[src/core/lane_ser_pkg.sv]
/*
  Package for the parallel-to-lane serializer: timing counts, frame
  layout, lane modes, states and the control struct.
  Assumes one system clock; the parallel strobe is a sampled input.
*/
// Operation
// - The input word is sampled on the strobe edge picked by edge select.
// - Power-down low disables the block, parks the lanes and stops the PLL.
// - Lane select low gives two lanes, high gives four lanes per word.
// - Self-test high replaces the payload with an internal test pattern.
// - Pre-emphasis is off when its select is high or floating.
// - Each 32-bit word goes out on the lanes with the clock embedded.
// - The payload is scrambled and balance coded before it is sent.
package lane_ser_pkg;

  // ----------------------------------------------------------------
  // Widths and timing
  // ----------------------------------------------------------------
  localparam int WORD_W      = 32;
  localparam int LANE_MAX    = 4;
  localparam int FIFO_DEPTH  = 8;
  localparam int CLK_MHZ     = 125;
  localparam int BIT_DIV     = 4;        // System clocks per lane bit
  localparam int DIV_W       = 3;

  // ----------------------------------------------------------------
  // Frame layout per lane: sync high, sync low, balance flag, payload
  // ----------------------------------------------------------------
  localparam int FRAME_W     = 19;
  localparam int CNT_W       = 5;
  localparam int DUAL_BITS   = 16;
  localparam int QUAD_BITS   = 8;
  localparam logic [CNT_W-1:0] DUAL_LEN = 5'h13;
  localparam logic [CNT_W-1:0] QUAD_LEN = 5'h0B;
  localparam logic [1:0]       SYNC_BITS = 2'b10;

  // ----------------------------------------------------------------
  // Scrambler and test pattern seeds
  // ----------------------------------------------------------------
  localparam logic [15:0] SCR_SEED  = 16'hACE1;
  localparam logic [15:0] SCR_TAPS  = 16'hB400;
  localparam logic [31:0] BIST_SEED = 32'h0000_0001;
  localparam logic [31:0] IDLE_WORD = 32'h0000_0000;

  // ----------------------------------------------------------------
  // Types
  // ----------------------------------------------------------------
  typedef enum logic [1:0] {
    ST_IDLE  = 2'b00,
    ST_LOAD  = 2'b01,
    ST_SHIFT = 2'b10
  } ser_state_type;

  typedef struct packed {
    logic power_up;
    logic quad;
    logic rise;
    logic bist;
  } ctrl_type;

endpackage : lane_ser_pkg

[src/core/word_fifo.sv]
/*
  Word FIFO with a registered read stage, valid/ready on both sides.
  Assumes one clock; clear is synchronous and empties the FIFO.
*/
module word_fifo
  import lane_ser_pkg::*;
#(
  parameter int WIDTH = 32,
  parameter int DEPTH = 8
) (
  input  wire logic             i_clk,
  input  wire logic             i_rst,
  input  wire logic             i_clear,
  input  wire logic             i_wr_valid,
  output logic                  o_wr_ready,
  input  wire logic [WIDTH-1:0] i_wr_data,
  output logic                  o_rd_valid,
  input  wire logic             i_rd_ready,
  output logic      [WIDTH-1:0] o_rd_data
);

  localparam int PW = $clog2(DEPTH);

  logic [WIDTH-1:0] mem [DEPTH];
  logic [PW-1:0]    wr_ptr_reg, wr_ptr_next;
  logic [PW-1:0]    rd_ptr_reg, rd_ptr_next;
  logic [PW:0]      cnt_reg,    cnt_next;
  logic             out_vld_reg, out_vld_next;
  logic [WIDTH-1:0] out_reg;
  logic             push, load;

  // ----------------------------------------------------------------
  // Pointer and output-stage control
  // ----------------------------------------------------------------
  assign o_wr_ready = (cnt_reg != DEPTH[PW:0]);
  assign o_rd_valid = out_vld_reg;
  assign o_rd_data  = out_reg;

  // Refill output stage when it is empty or being drained
  always_comb begin
    push         = i_wr_valid && o_wr_ready;
    load         = (cnt_reg != '0) && (!out_vld_reg || i_rd_ready);
    wr_ptr_next  = push ? wr_ptr_reg + 1'b1 : wr_ptr_reg;
    rd_ptr_next  = load ? rd_ptr_reg + 1'b1 : rd_ptr_reg;
    cnt_next     = cnt_reg + {{PW{1'b0}}, push} - {{PW{1'b0}}, load};
    out_vld_next = load || (out_vld_reg && !i_rd_ready);
    if (i_clear) begin
      wr_ptr_next  = '0;
      rd_ptr_next  = '0;
      cnt_next     = '0;
      out_vld_next = 1'b0;
    end
  end

  always_ff @(posedge i_clk or posedge i_rst) begin
    if (i_rst) begin
      wr_ptr_reg  <= '0;
      rd_ptr_reg  <= '0;
      cnt_reg     <= '0;
      out_vld_reg <= 1'b0;
    end else begin
      wr_ptr_reg  <= wr_ptr_next;
      rd_ptr_reg  <= rd_ptr_next;
      cnt_reg     <= cnt_next;
      out_vld_reg <= out_vld_next;
    end
  end

  // Storage and registered read data
  always_ff @(posedge i_clk) begin
    if (push && !i_clear) begin
      mem[wr_ptr_reg] <= i_wr_data;
    end
    if (load) begin
      out_reg <= mem[rd_ptr_reg];
    end
  end

endmodule : word_fifo

[src/core/lane_serializer.sv]
/*
  Serializer core: samples the parallel word on the chosen strobe
  edge, buffers it, scrambles and balance codes it and shifts framed
  bits out on two or four lanes with the clock embedded.
  Assumes I_CLK_SYS is the only clock and every pin is synchronous.
*/
module lane_serializer
  import lane_ser_pkg::*;
#(
  parameter int BIT_DIVIDE = BIT_DIV,
  parameter int BUF_DEPTH  = FIFO_DEPTH
) (
  input  wire logic                I_CLK_SYS,
  input  wire logic                I_RST,
  input  wire logic [WORD_W-1:0]   I_PAR_WORD_IN,
  input  wire logic                I_PAR_CLK_IN,
  input  wire logic                I_POWER_DOWN_N,
  input  wire logic                I_EDGE_SELECT,
  input  wire logic                I_LANE_QUAD,
  input  wire logic                I_SELF_TEST_ENABLE,
  input  wire logic                I_PRE_DISABLE,
  input  wire logic                I_SWING_SELECT,
  input  wire logic                I_RESERVED_TIE_LOW,
  output logic      [LANE_MAX-1:0] O_LANE_OUT,
  output logic      [LANE_MAX-1:0] O_LANE_OE,
  output logic                     O_PLL_RUN,
  output logic                     O_PRE_EMPH_EN,
  output logic                     O_SWING_HIGH,
  output logic                     O_WORD_READY,
  output logic                     O_WORD_DROP,
  output logic                     O_CFG_FAULT
);

  // ----------------------------------------------------------------
  // Helper functions
  // ----------------------------------------------------------------

  // Advance the scrambler 32 steps, returning {state, key}
  function automatic logic [47:0] scr_step(input logic [15:0] s);
    logic [15:0] st;
    logic [31:0] key;
    st  = s;
    key = '0;
    for (int k = 0; k < WORD_W; k++) begin
      key[k] = st[0];
      st     = st[0] ? ((st >> 1) ^ SCR_TAPS) : (st >> 1);
    end
    return {st, key};
  endfunction : scr_step

  // Balance coding: invert a chunk with too many ones, flag it
  function automatic logic [16:0] balance(input logic [15:0] d,
                                          input logic        quad);
    logic [4:0]  ones;
    logic [4:0]  half;
    logic [15:0] msk;
    ones = '0;
    msk  = quad ? 16'h00FF : 16'hFFFF;
    half = quad ? 5'h04 : 5'h08;
    for (int k = 0; k < DUAL_BITS; k++) begin
      ones = ones + {4'h0, d[k] & msk[k]};
    end
    if (ones > half) begin
      return {1'b1, ~d & msk};
    end
    return {1'b0, d & msk};
  endfunction : balance

  // ----------------------------------------------------------------
  // Control capture and static pin outputs
  // ----------------------------------------------------------------
  ctrl_type ctrl;
  logic     pre_reg,   pre_next;
  logic     swing_reg, swing_next;
  logic     fault_reg, fault_next;

  assign ctrl.power_up = I_POWER_DOWN_N;
  assign ctrl.quad     = I_LANE_QUAD;
  assign ctrl.rise     = I_EDGE_SELECT;
  assign ctrl.bist     = I_SELF_TEST_ENABLE;

  // Pre-emphasis only with a level resistor, never when high/floating
  always_comb begin
    pre_next   = ctrl.power_up && !I_PRE_DISABLE;
    swing_next = I_SWING_SELECT;
    fault_next = I_RESERVED_TIE_LOW;
  end

  always_ff @(posedge I_CLK_SYS or posedge I_RST) begin
    if (I_RST) begin
      pre_reg   <= 1'b0;
      swing_reg <= 1'b0;
      fault_reg <= 1'b0;
    end else begin
      pre_reg   <= pre_next;
      swing_reg <= swing_next;
      fault_reg <= fault_next;
    end
  end

  assign O_PRE_EMPH_EN = pre_reg;
  assign O_SWING_HIGH  = swing_reg;
  assign O_CFG_FAULT   = fault_reg;

  // ----------------------------------------------------------------
  // Strobe edge detection and word capture
  // ----------------------------------------------------------------
  logic              strb_reg,  strb_next;
  logic              drop_reg,  drop_next;
  logic              take;
  logic              wr_ready;
  logic              rd_valid;
  logic              rd_ready;
  logic [WORD_W-1:0] rd_data;

  // Pick rising or falling edge of the sampled strobe
  always_comb begin
    strb_next = I_PAR_CLK_IN;
    take      = 1'b0;
    if (ctrl.power_up && !ctrl.bist) begin
      take = ctrl.rise ? (I_PAR_CLK_IN && !strb_reg)
                       : (!I_PAR_CLK_IN && strb_reg);
    end
    drop_next = take && !wr_ready;
  end

  always_ff @(posedge I_CLK_SYS or posedge I_RST) begin
    if (I_RST) begin
      strb_reg <= 1'b0;
      drop_reg <= 1'b0;
    end else begin
      strb_reg <= strb_next;
      drop_reg <= drop_next;
    end
  end

  assign O_WORD_READY = wr_ready && ctrl.power_up;
  assign O_WORD_DROP  = drop_reg;

  // Buffer between the strobe domain of words and the lane framer
  word_fifo #(
    .WIDTH (WORD_W),
    .DEPTH (BUF_DEPTH)
  ) u_fifo (
    .i_clk      (I_CLK_SYS),
    .i_rst      (I_RST),
    .i_clear    (!ctrl.power_up),
    .i_wr_valid (take),
    .o_wr_ready (wr_ready),
    .i_wr_data  (I_PAR_WORD_IN),
    .o_rd_valid (rd_valid),
    .i_rd_ready (rd_ready),
    .o_rd_data  (rd_data)
  );

  // ----------------------------------------------------------------
  // Lane bit-rate divider
  // ----------------------------------------------------------------
  logic [DIV_W-1:0] div_reg, div_next;
  logic             bit_en;

  // One-cycle enable per lane bit
  always_comb begin
    bit_en   = (div_reg == DIV_W'(BIT_DIVIDE - 1));
    div_next = bit_en ? '0 : div_reg + 1'b1;
    if (!ctrl.power_up) begin
      div_next = '0;
    end
  end

  always_ff @(posedge I_CLK_SYS or posedge I_RST) begin
    if (I_RST) begin
      div_reg <= '0;
    end else begin
      div_reg <= div_next;
    end
  end

  // ----------------------------------------------------------------
  // Framer: scramble, balance, load and shift the lanes
  // ----------------------------------------------------------------
  ser_state_type     state_reg, state_next;
  logic [15:0]       scr_reg,   scr_next;
  logic [WORD_W-1:0] bist_reg,  bist_next;
  logic              quad_reg,  quad_next;
  logic [CNT_W-1:0]  cnt_reg,   cnt_next;
  logic [FRAME_W-1:0] sh_reg  [LANE_MAX];
  logic [FRAME_W-1:0] sh_next [LANE_MAX];
  logic [LANE_MAX-1:0] oe_reg, oe_next;
  logic              pll_reg,   pll_next;
  logic [WORD_W-1:0] payload;
  logic [WORD_W-1:0] scrambled;
  logic [47:0]       scr_out;
  logic [16:0]       bal;
  logic [15:0]       chunk;
  logic [CNT_W-1:0]  frame_len;

  always_comb begin
    state_next = state_reg;
    scr_next   = scr_reg;
    bist_next  = bist_reg;
    quad_next  = quad_reg;
    cnt_next   = cnt_reg;
    oe_next    = oe_reg;
    pll_next   = 1'b1;
    rd_ready   = 1'b0;
    payload    = IDLE_WORD;
    scrambled  = '0;
    scr_out    = '0;
    bal        = '0;
    chunk      = '0;
    frame_len  = quad_reg ? QUAD_LEN : DUAL_LEN;
    for (int l = 0; l < LANE_MAX; l++) begin
      sh_next[l] = sh_reg[l];
    end
    case (state_reg)
      ST_IDLE: begin
        state_next = ST_LOAD;
      end
      ST_LOAD: begin
        // Test pattern or buffered word; idle word keeps lanes alive
        if (ctrl.bist) begin
          payload   = bist_reg;
          bist_next = {bist_reg[30:0],
                       bist_reg[31] ^ bist_reg[21]
                       ^ bist_reg[1] ^ bist_reg[0]};
        end else if (rd_valid) begin
          payload  = rd_data;
          rd_ready = 1'b1;
        end
        scr_out   = scr_step(scr_reg);
        scr_next  = scr_out[47:32];
        scrambled = payload ^ scr_out[31:0];
        quad_next = ctrl.quad;
        for (int l = 0; l < LANE_MAX; l++) begin
          // Chunk of the word carried by this lane
          if (ctrl.quad) begin
            chunk = {8'h00, scrambled[QUAD_BITS*l +: QUAD_BITS]};
          end else if (l < 2) begin
            chunk = scrambled[DUAL_BITS*l +: DUAL_BITS];
          end else begin
            chunk = '0;
          end
          bal = balance(chunk, ctrl.quad);
          // Sync pair carries the embedded clock edge
          sh_next[l] = ctrl.quad
                     ? {SYNC_BITS, bal[16], bal[7:0], 8'h00}
                     : {SYNC_BITS, bal[16], bal[15:0]};
        end
        oe_next    = ctrl.quad ? 4'hF : 4'h3;
        cnt_next   = '0;
        state_next = ST_SHIFT;
      end
      ST_SHIFT: begin
        if (bit_en) begin
          for (int l = 0; l < LANE_MAX; l++) begin
            sh_next[l] = {sh_reg[l][FRAME_W-2:0], 1'b0};
          end
          cnt_next = cnt_reg + 1'b1;
          if (cnt_reg == frame_len - 1'b1) begin
            state_next = ST_LOAD;
          end
        end
      end
      default: begin
        state_next = ST_IDLE;
      end
    endcase
    // Power-down parks the lanes and stops the PLL
    if (!ctrl.power_up) begin
      state_next = ST_IDLE;
      scr_next   = SCR_SEED;
      bist_next  = BIST_SEED;
      cnt_next   = '0;
      oe_next    = '0;
      pll_next   = 1'b0;
      for (int l = 0; l < LANE_MAX; l++) begin
        sh_next[l] = '0;
      end
    end
  end

  always_ff @(posedge I_CLK_SYS or posedge I_RST) begin
    if (I_RST) begin
      state_reg <= ST_IDLE;
      scr_reg   <= SCR_SEED;
      bist_reg  <= BIST_SEED;
      quad_reg  <= 1'b0;
      cnt_reg   <= '0;
      oe_reg    <= '0;
      pll_reg   <= 1'b0;
      for (int l = 0; l < LANE_MAX; l++) begin
        sh_reg[l] <= '0;
      end
    end else begin
      state_reg <= state_next;
      scr_reg   <= scr_next;
      bist_reg  <= bist_next;
      quad_reg  <= quad_next;
      cnt_reg   <= cnt_next;
      oe_reg    <= oe_next;
      pll_reg   <= pll_next;
      for (int l = 0; l < LANE_MAX; l++) begin
        sh_reg[l] <= sh_next[l];
      end
    end
  end

  // ----------------------------------------------------------------
  // Lane pins: MSB of each shifter, enable only on active lanes
  // ----------------------------------------------------------------
  for (genvar g = 0; g < LANE_MAX; g++) begin : g_lane
    assign O_LANE_OUT[g] = sh_reg[g][FRAME_W-1];
  end

  assign O_LANE_OE = oe_reg;
  assign O_PLL_RUN = pll_reg;

endmodule : lane_serializer

[config.mk]
export PLATFORM = sky130hd
export DESIGN_NAME = lane_serializer
export DESIGN_NICKNAME = d
export VERILOG_FILES = /design/src/core/lane_ser_pkg.sv /design/src/core/word_fifo.sv /design/src/core/lane_serializer.sv
export SDC_FILE = /design/constraint.sdc
export NUM_CORES = 1
export LEC_CHECK = 0
export BUFFER_PORTS_ARGS = -buffer_cell sky130_fd_sc_hd__buf_2
export CAP_MARGIN = 20
export CORE_MARGIN = 3
export CORE_UTILIZATION = 31
export CTS_CLUSTER_SIZE = 30
export DETAILED_ROUTE_END_ITERATION = 7
export PLACE_DENSITY = 0.56
export SLEW_MARGIN = 15
export SYNTH_ARGS = -nofsm -noshare
export SYNTH_HDL_FRONTEND = slang
export SYNTH_SLANG_ARGS = --single-unit
export TNS_END_PERCENT = 1
[constraint.sdc]
create_clock -name I_CLK_SYS -period 8.4 [get_ports I_CLK_SYS]
set_input_delay 0.42 -clock I_CLK_SYS [delete_from_list [all_inputs] [get_ports I_CLK_SYS]]
set_output_delay 0.42 -clock I_CLK_SYS [all_outputs]
set_load 0.1 [all_outputs]
### Yosys cells after proc, flatten, opt, wreduce, memory -nomap -nowiden

Memories as Yosys holds them, arrays and structs flattened. A register that Yosys moved wholly into a read port is not among the register bits.
Cells that the tools add are included.

| operators by class | value |
|---|---|
| $add $sub $neg | 67 |
| magnitude comparators | 4 |
| equal/unequal tests | 12 |
| multiplexer cells | 100 |
| bitwise operators | 112 |
| reduce and logical (&&, ||, !) cells | 24 |

Operator list:

| cell | count |
|---|---|
| 2-to-1 mux 16 bit | 45 |
| adder 5 x 1 -> 5 bit | 44 |
| 2-to-1 mux 32 bit | 6 |
| 2-to-1 mux 76 bit | 2 |
| case mux 76 bit (2 select lines) | 1 |
| 2-to-1 mux 17 bit | 8 |
| bitwise AND 16 bit | 8 |
| inverter 3 -> 4 bit | 32 |
| bitwise AND 1 bit | 64 |
| inverter 16 bit | 4 |
| XOR 32 bit | 1 |
| adder 4 x 1 -> 5 bit | 4 |
| 2-to-1 mux 4 bit | 5 |
| 2-to-1 mux 3 bit | 6 |
| 2-to-1 mux 1 bit | 17 |
| adder 3 x 1 -> 4 bit | 4 |
| 2-to-1 mux 8 bit | 2 |
| > comparator 5 bit | 3 |
| 2-to-1 mux 5 bit | 3 |
| adder 2 x 1 -> 3 bit | 4 |
| logical AND 1 bit | 10 |
| case mux 5 bit (2 select lines) | 1 |
| adder 3 x 1 -> 3 bit, second input constant | 3 |
| adder 1 x 1 -> 2 bit | 4 |
| 21 further kinds | 38 |

| word-level totals | value |
|---|---|
| bits in registers | 156 |
| memory bits (writable) | 256 |
| input port bits | 42 |
| output and inout bits | 14 |
| logic and storage cells | 341 |
| memories kept | 1 |

Memories:

| name | depth | bits a word | read ports | clocked after Yosys merged registers in | wr ports | RTL line | source |
|---|---|---|---|---|---|---|---|
| u_fifo.mem | 8 | 32 | 1 | 1 | 1 | word_fifo.sv:24 | `logic [WIDTH-1:0] mem [DEPTH];` |

### Logic depth before layout (Yosys ltp)

| depth | value |
|---|---|
| depth after elaboration | 88 |
| mapped depth | 24 |
| gate-level depth less buffers | 21 |

### Cells and area by module

Synthesis repeated with hierarchy kept, for this count alone.

| second synthesis, totals | value |
|---|---|
| cells, all modules | 1468 |
| area, all modules | 20870.0 sq um |

Modules (own cells, without submodules):

| module | instances | cells each | area an instance (sq um) | seq. area each (sq um) |
|---|---|---|---|---|
| word_fifo | 1 | 481 | 11347.1 | 8923.6 |
| lane_serializer | 1 | 987 | 9522.9 | 3589.7 |

### Worst setup path after synthesis

OpenSTA, ideal clock, no wires.

| path | value |
|---|---|
| path kind | flip-flop to flip-flop |
| start point | register scr_reg[0] |
| end point | register sh_reg[38] (netlist bit) |
| setup time | 0.133 ns |
| data arrival time | 5.994 ns |
| data required time | 8.267 ns |
| path slack | 2.273 ns |
| stages on the path, launching flop included | 21 |
| path buffers | 2 |
| clock period less this slack | 6.127 ns |
| cell sequence | dfstp_2 > buf_4 > xnor2_1 > xor3_2 > xnor2_2 > xor2_1 > nor2_1 > fa_1 > fa_1 > fa_1 > fa_1 > ha_1 > inv_1 > fa_1 > xor2_1 > ha_1 > and4b_1 > o21ai_1 > buf_2 > xor2_1 > o21ai_0 |

| on the way | value |
|---|---|
| longest elaborated chain between the ends | 48 |
| elaborated cells between the ends (all ways) | 82 |
| classes of those cells | add/sub: 15; order compare: 1; mux: 39; bitwise: 27 |

Ends and longest elaborated chain:

| element | RTL line | source |
|---|---|---|
| from (decl) | lane_serializer.sv:183 | `logic [15:0] scr_reg, scr_next;` |
| from (signal assigned) | lane_serializer.sv:297 | `scr_reg <= scr_next;` |
| 2-to-1 mux 16 bit * | lane_serializer.sv:46 | `st = st[0] ? ((st >> 1) ^ SCR_TAPS) : (st >> 1);` |
| inverter 3 -> 4 bit (no source line) or 2-to-1 mux 16 bit (tied branches) | - |  |
| 2-to-1 mux 16 bit * (2 in series) | lane_serializer.sv:46 |  |
| inverter 3 -> 4 bit (no source line) | - |  |
| 2-to-1 mux 16 bit * (8 in series) | lane_serializer.sv:46 |  |
| 2-to-1 mux 16 bit (5 in series) | lane_serializer.sv:46 |  |
| inverter 3 -> 4 bit (no source line) or 2-to-1 mux 16 bit (tied branches) | - |  |
| 2-to-1 mux 16 bit | lane_serializer.sv:46 |  |
| (+15 left out) | - |  |
| XOR 32 bit * | lane_serializer.sv:233 | `scrambled = payload ^ scr_out[31:0];` |
| 2-to-1 mux 16 bit * | lane_serializer.sv:237 | `if (ctrl.quad) begin` |
| 2-to-1 mux 16 bit * | lane_serializer.sv:216 | `case (state_reg)` |
| parallel branches: the longest is 6 deep, another holds adder 4 x 1 -> 5 bit | - |  |
| 2-to-1 mux 17 bit * | lane_serializer.sv:66 | `return {1'b0, d & msk};` |
| 2-to-1 mux 16 bit * | lane_serializer.sv:247 | `? {SYNC_BITS, bal[16], bal[7:0], 8'h00}` |
| case mux 76 bit (2 select lines) * | lane_serializer.sv:216 |  |
| 2-to-1 mux 76 bit * | lane_serializer.sv:270 | `if (!ctrl.power_up) begin` |
| to (signal, indexed assignment) | lane_serializer.sv:304 | `sh_reg[l] <= sh_next[l];` |
| to (decl) | lane_serializer.sv:187 | `logic [FRAME_W-1:0] sh_reg [LANE_MAX];` |

Mark *: on every way between the ends. The select of a mux whose other input is x is not followed.
A chain may end at the register's enable or synchronous reset.

### Worst setup path after layout

| path | value |
|---|---|
| start point | register u_fifo.out_vld_reg (netlist: u_fifo.o_rd_valid) |
| end point | register sh_reg[54] (netlist bit) |

| on the way | value |
|---|---|
| longest elaborated chain between the ends | 28 |
| elaborated cells between the ends (all ways) | 43 |
| classes of those cells | add/sub: 15; order compare: 1; mux: 10; bitwise: 17 |

Ends and longest elaborated chain:

| element | RTL line | source |
|---|---|---|
| from (decl) | word_fifo.sv:28 | `logic out_vld_reg, out_vld_next;` |
| from (signal assigned) | word_fifo.sv:65 | `out_vld_reg <= out_vld_next;` |
| 2-to-1 mux 32 bit * | lane_serializer.sv:227 | `end else if (rd_valid) begin` |
| 2-to-1 mux 32 bit * | lane_serializer.sv:222 | `if (ctrl.bist) begin` |
| 2-to-1 mux 32 bit * | lane_serializer.sv:216 |  |
| XOR 32 bit * | lane_serializer.sv:233 |  |
| 2-to-1 mux 16 bit * | lane_serializer.sv:237 |  |
| 2-to-1 mux 16 bit * | lane_serializer.sv:216 |  |
| bitwise AND 1 bit | lane_serializer.sv:61 | `ones = ones + {4'h0, d[k] & msk[k]};` |
| adder 1 x 1 -> 2 bit | lane_serializer.sv:61 |  |
| (+3 left out) | - |  |
| adder 5 x 1 -> 5 bit (10 in series) | lane_serializer.sv:61 |  |
| adder 5 x 1 -> 5 bit * | lane_serializer.sv:61 |  |
| > comparator 5 bit * | lane_serializer.sv:63 | `if (ones > half) begin` |
| 2-to-1 mux 1 bit * | lane_serializer.sv:63 |  |
| 2-to-1 mux 1 bit * | lane_serializer.sv:216 |  |
| 2-to-1 mux 17 bit * | lane_serializer.sv:66 |  |
| case mux 76 bit (2 select lines) * | lane_serializer.sv:216 |  |
| 2-to-1 mux 76 bit * | lane_serializer.sv:270 |  |

Mark *: on every way between the ends. The rest lies on a longest branch, timed or not. The select of a mux whose other input is x is not followed.

==> out/results.txt <==
The detailed router placed 11,200 vias in this run. Cells with a size suffix above 1 make up 19.7% of the layout. Synthesized instance count: 1,401.

The post-synthesis to final-layout area growth was 14.1%; the data arrival time of the critical path was 7230 ps. The transition time of the tightest slew-check pin is 1060 ps, and the wire length on met1 is 19,700 µm. Yosys mapped a number of flops with a built-in enable equal to 288.

The routed design uses 21,500 µm of met2 wire. Once placement completed, the tool counted placed cells totaling 2,245. In this run the cell area of the synthesized design comes to 20,400 µm².

The largest area contributor in the netlist was sky130_fd_sc_hd__edfxtp_1. The number of global-route vias before repair is 11,800, and the total number of H-tree levels is 2. The highest metal layer with signal wires was met5.

In this run the core area contains 93 standard-cell rows. Entering global routing, the biggest net connects 83 pins. Once the floorplan was initialized, standard cells occupied 31.5% of the core. No sink is reached through more buffers than the 3 on the longest clock path.

The tools report the remaining global-route overflow as 0. The logs give 0.823 for the routability-driven placement congestion ratio and 69,300 µm for the first-pass GRT wire length. The worst setup path is launched from a register. The mean area per synthesized cell is 14.5 µm², and the horizontal die dimension is 262 µm. The critical path contains buffers and inverters numbering 3 combined. The number of storage elements in the synthesis netlist was 442. The number of antenna violations at the first check in global routing is 3. 56 I/O pins were placed.

During synthesis, Yosys emitted a total of 0 warnings. In this run the worst path has a maximum fanout of 19. By area, the combinational part of the netlist is dominated by multiplexers. The share of synthesized area in the top cell type comes to 42.5%. Buffers placed on the I/O ports in this run total 55. After detailed routing, the average wire length per cell comes to 18.7 µm. Global routing used 12.7% of the available tracks. The synthesized netlist devotes 8.24% of its cell area to compound gates. The adder and majority gate portion of the synthesized area was 5.00%.

Count of non-filler cells in the finished layout: 2,338. The register with the most flip-flops in the layout has 256 of them. In the final timing run, aggregate negative setup slack is 0 ps. The logs give 1590 µm for the routed wire length on met3 and 27,300 µm for the half-perimeter wire length of the detailed placement result. For this run, the slowest stage of the critical path takes 820 ps. The detailed-router iteration count before antenna repair was 5; the worst-case headroom to the max-slew limit was 29.6%. In the finished design, the share of the clock period the worst path needs comes to 80.4%. After synthesis, the share of flip-flops with an asynchronous set or reset is 34.8%. By area the synthesized netlist is led by sky130_fd_sc_hd__edfxtp_1 (42%), sky130_fd_sc_hd__dfrtp_1 (18%), sky130_fd_sc_hd__mux4_2 (7.1%), sky130_fd_sc_hd__xnor2_1 (4.8%), sky130_fd_sc_hd__fa_1 (2.9%).

After floorplanning, the core was sized to cover 64,700 µm². Static timing analysis puts the maximum clock frequency at 148 MHz. Summed over all layers, the routed wires come to 43,600 µm. The count of nets after finishing was 1,551; the vertical die dimension was 262 µm.

Walking the worst path, the cells encountered are nor2b_2, buf_4, a22oi_1, xnor2_1, nand2_1, fa_1, fa_1, inv_1, fa_1, fa_1, ha_1, inv_1, fa_1, xor2_1, ha_1, and4b_1, o21ai_2, mux2i_1, o21ai_0. Broken down by cell family, the worst path's largest delay share belongs to adder cells. When the netlist entered floorplanning its net count stood at 1,507. For the count of final max-slew check failures, the log shows 0. The most used flip-flop cell after synthesis is sky130_fd_sc_hd__edfxtp_1. Clock tree synthesis found a total of 442 sinks. The later pin in the worst-skew pair is clocked with a latency of 600 ps. The cell sitting at the root of the clock tree is a sky130_fd_sc_hd__clkbuf_16. The flow ran to the end, and the final reports show no timing, DRC or antenna violations. The netlist uses 55 different library cells.

Setup violations remaining at the end of the flow were counted as 0. The number of clock buffers added by TritonCTS is 48. The final-report hold violation count was 0; the number of vias per cell after detailed routing was 4.81. The die covers 68,800 µm².

In this run the remaining antenna-violating nets after routing total 0. Setup repair after global routing left no endpoint under its margin. Worst setup path category: register to register. Portion of the post-synthesis area used by sequential elements: 61.5%. TritonCTS built the clock tree. For the worst clock skew, the log shows 34.3 ps.

The post-synthesis simple-gate area fraction was 4.59%. The clock period could shrink to 6750 ps. Across the run, the number of max-cap violations was 0. Starting DRC count in detailed routing: 722. Summing the areas of all xor and xnor instances in the mapped netlist gives 7.96% of the synthesized area. The master of the slowest instance on the critical path is sky130_fd_sc_hd__o21ai_2.

The clock input transition at the sequential cells of the worst setup and hold paths came out at 60 ps. The capturing element type of the critical path is a register. The layout has 6,250 filler cells. The mux share of post-synthesis cell area is 9.84%. In this design, the critical path's most frequently occurring cell is sky130_fd_sc_hd__fa_1.

After detailed routing, the number of remaining DRC violations is 0. The min-delay analysis places its worst path in the category input pin to asynchronous set/reset pin. At the worst endpoint, the required time is 8880 ps.
## metrics by stage
stage | hold slack [ps] | cell area, µm² | util [%] | worst slack (ps)
final | 3.22 | 23200 | 35.9 | 1650
after global routing | 49.7 | 23200 | 35.9 | 1220
after CTS | 8.70 | 23200 | 35.9 | 1560
after detailed placement | 428 | 21600 | 33.4 | 1210
after global placement | 416 | 21600 | 33.4 | 1390
after floorplan | 403 | 20400 | - | 2270
## logic make-up (layout without fill, tap and decap cells)
| family | Yosys count | count (layout) |
|---|---|---|
| DFF | 442 | 442 |
| muxes | 116 | 116 |
| xor gates and xnor gates | 172 | 172 |
| adders and majority gates | 64 | 64 |
| AOI/OAI and AO/OA | 263 | 263 |
| other | 0 | 1 |
| and+or+nand+nor | 205 | 205 |
| buffers and inverters | 139 | 220 |
## layout make-up
class	instances	area [µm²]	area share, %
diodes	1	2.50	0.0108
clock buffers	51	1210	5.22
clock inverters	36	359	1.55
inverters	48	185	0.798
multi-input cells	820	7350	31.7
flip-flops and latches	442	12500	53.9
well taps	855	1070	4.61
repair buffers	85	518	2.23
## worst reg2reg max path: cells and delay by family, from the launching register on
family | cells | cell delay [ps]
AO/OA/AOI/OAI | 3 | 1140
XOR/XNOR | 2 | 550
adder cells (fa/ha/maj) | 7 | 2900
buffers and inverters | 3 | 410
flip-flops | 1 | 450
multiplexers | 1 | 170
AND/OR/NAND/NOR | 3 | 1060
## worst paths after layout
| path | startpoint | endpoint | slack [ps] | cells past startpoint |
|---|---|---|---|---|
| worst max-delay path | u_fifo.o_rd_valid$_DFF_PP0_ | sh_reg[54]$_DFFE_PP0P_ | 1650 | 19 |
| worst min-delay path | I_RST | sh_reg[30]$_DFFE_PP0P_ | 3 | 2 |
| worst max register to register | u_fifo.o_rd_valid$_DFF_PP0_ | sh_reg[54]$_DFFE_PP0P_ | 1650 | 19 |
| worst min register to register | div_reg[0]$_DFF_PP0_ | div_reg[0]$_DFF_PP0_ | 430 | 1 |
| max in group asynchronous | I_RST | u_fifo.rd_ptr_reg[1]$_DFFE_PP0P_ | 6850 | 3 |
| min in group I_CLK_SYS | I_PAR_WORD_IN[2] | u_fifo.mem[7][2]$_DFFE_PP_ | 90 | 1 |
## synthesized netlist by cell type (2+ instances only)
cell type / count
sky130_fd_sc_hd__edfxtp_1: 288
sky130_fd_sc_hd__dfrtp_1: 145
sky130_fd_sc_hd__xnor2_1: 112
sky130_fd_sc_hd__nand2_1: 100
sky130_fd_sc_hd__o21ai_0: 97
sky130_fd_sc_hd__mux4_2: 64
sky130_fd_sc_hd__a22oi_1: 60
sky130_fd_sc_hd__clkbuf_1: 53
sky130_fd_sc_hd__xor2_1: 50
sky130_fd_sc_hd__inv_1: 48
sky130_fd_sc_hd__nor2_1: 44
sky130_fd_sc_hd__a22o_1: 39
sky130_fd_sc_hd__a21oi_1: 38
sky130_fd_sc_hd__ha_1: 35
sky130_fd_sc_hd__mux2_2: 33
sky130_fd_sc_hd__fa_1: 29
sky130_fd_sc_hd__mux2i_1: 19
sky130_fd_sc_hd__buf_2: 16
sky130_fd_sc_hd__and2_1: 15
sky130_fd_sc_hd__buf_1: 12
sky130_fd_sc_hd__buf_4: 9
sky130_fd_sc_hd__dfstp_2: 9
sky130_fd_sc_hd__nand2b_1: 9
sky130_fd_sc_hd__nor2b_1: 9
sky130_fd_sc_hd__o21ai_1: 6
sky130_fd_sc_hd__nor3_1: 5
sky130_fd_sc_hd__or3_1: 5
sky130_fd_sc_hd__xnor2_2: 5
sky130_fd_sc_hd__o211ai_1: 4
sky130_fd_sc_hd__a21o_1: 3
sky130_fd_sc_hd__and3_1: 3
sky130_fd_sc_hd__nand3_1: 3
sky130_fd_sc_hd__o21a_1: 3
sky130_fd_sc_hd__o31ai_1: 3
sky130_fd_sc_hd__xnor3_1: 3
sky130_fd_sc_hd__a21boi_0: 2
sky130_fd_sc_hd__a32oi_1: 2
sky130_fd_sc_hd__and4b_1: 2
sky130_fd_sc_hd__nand4b_1: 2
sky130_fd_sc_hd__or2_2: 2
## routing by layer
metal | GRT usage [%] | vias to the layer above
met1 | 17.1 | 5800
li1 | - | 5216
met5 | 0 | -
met4 | 3.46 | 4
met2 | 21.3 | 170
met3 | 2.15 | 55
## timing repair
item | CTS | global route
hold buffers | 4 | 0
gates resized for setup | 0 | 0
buffers inserted | 0 | 0
hold endpoints to repair | 4 | 0
## cell usage in the layout (no fill, tap or decap), types with 4 or more instances in the layout
cell                            Yosys  routed
sky130_fd_sc_hd__nand2_1          100     100
sky130_fd_sc_hd__and2_1            15      15
sky130_fd_sc_hd__edfxtp_1         288     288
sky130_fd_sc_hd__mux2_2            33      33
sky130_fd_sc_hd__dfrtp_1          145     143
sky130_fd_sc_hd__dlygate4sd3_1      0       4
sky130_fd_sc_hd__a21oi_1           38      37
sky130_fd_sc_hd__bufinv_16          0       5
sky130_fd_sc_hd__xnor2_2            5       5
sky130_fd_sc_hd__mux2i_1           19      19
sky130_fd_sc_hd__o21ai_0           97      97
sky130_fd_sc_hd__ha_1              35      35
sky130_fd_sc_hd__nor2_4             0       7
sky130_fd_sc_hd__o21ai_1            6       4
sky130_fd_sc_hd__a22oi_1           60      60
sky130_fd_sc_hd__nand2b_1           9       9
sky130_fd_sc_hd__nor2b_1            9       7
sky130_fd_sc_hd__or3_1              5       5
sky130_fd_sc_hd__mux4_2            64      64
sky130_fd_sc_hd__dfstp_2            9       9
sky130_fd_sc_hd__clkinv_1           0      11
sky130_fd_sc_hd__clkinvlp_4         0       4
sky130_fd_sc_hd__buf_2             16      55
sky130_fd_sc_hd__a22o_1            39      39
sky130_fd_sc_hd__clkbuf_16          0      48
sky130_fd_sc_hd__nor2_1            44      36
sky130_fd_sc_hd__fa_1              29      29
sky130_fd_sc_hd__clkinv_2           0      12
sky130_fd_sc_hd__xnor2_1          112     112
sky130_fd_sc_hd__buf_4              9      25
sky130_fd_sc_hd__o211ai_1           4       4
sky130_fd_sc_hd__xor2_1            50      50
sky130_fd_sc_hd__inv_1             48      47
Power is left out: the tool's default activity adds up to more than one toggle a clock period on the data nets, which glitch-free logic cannot reach.
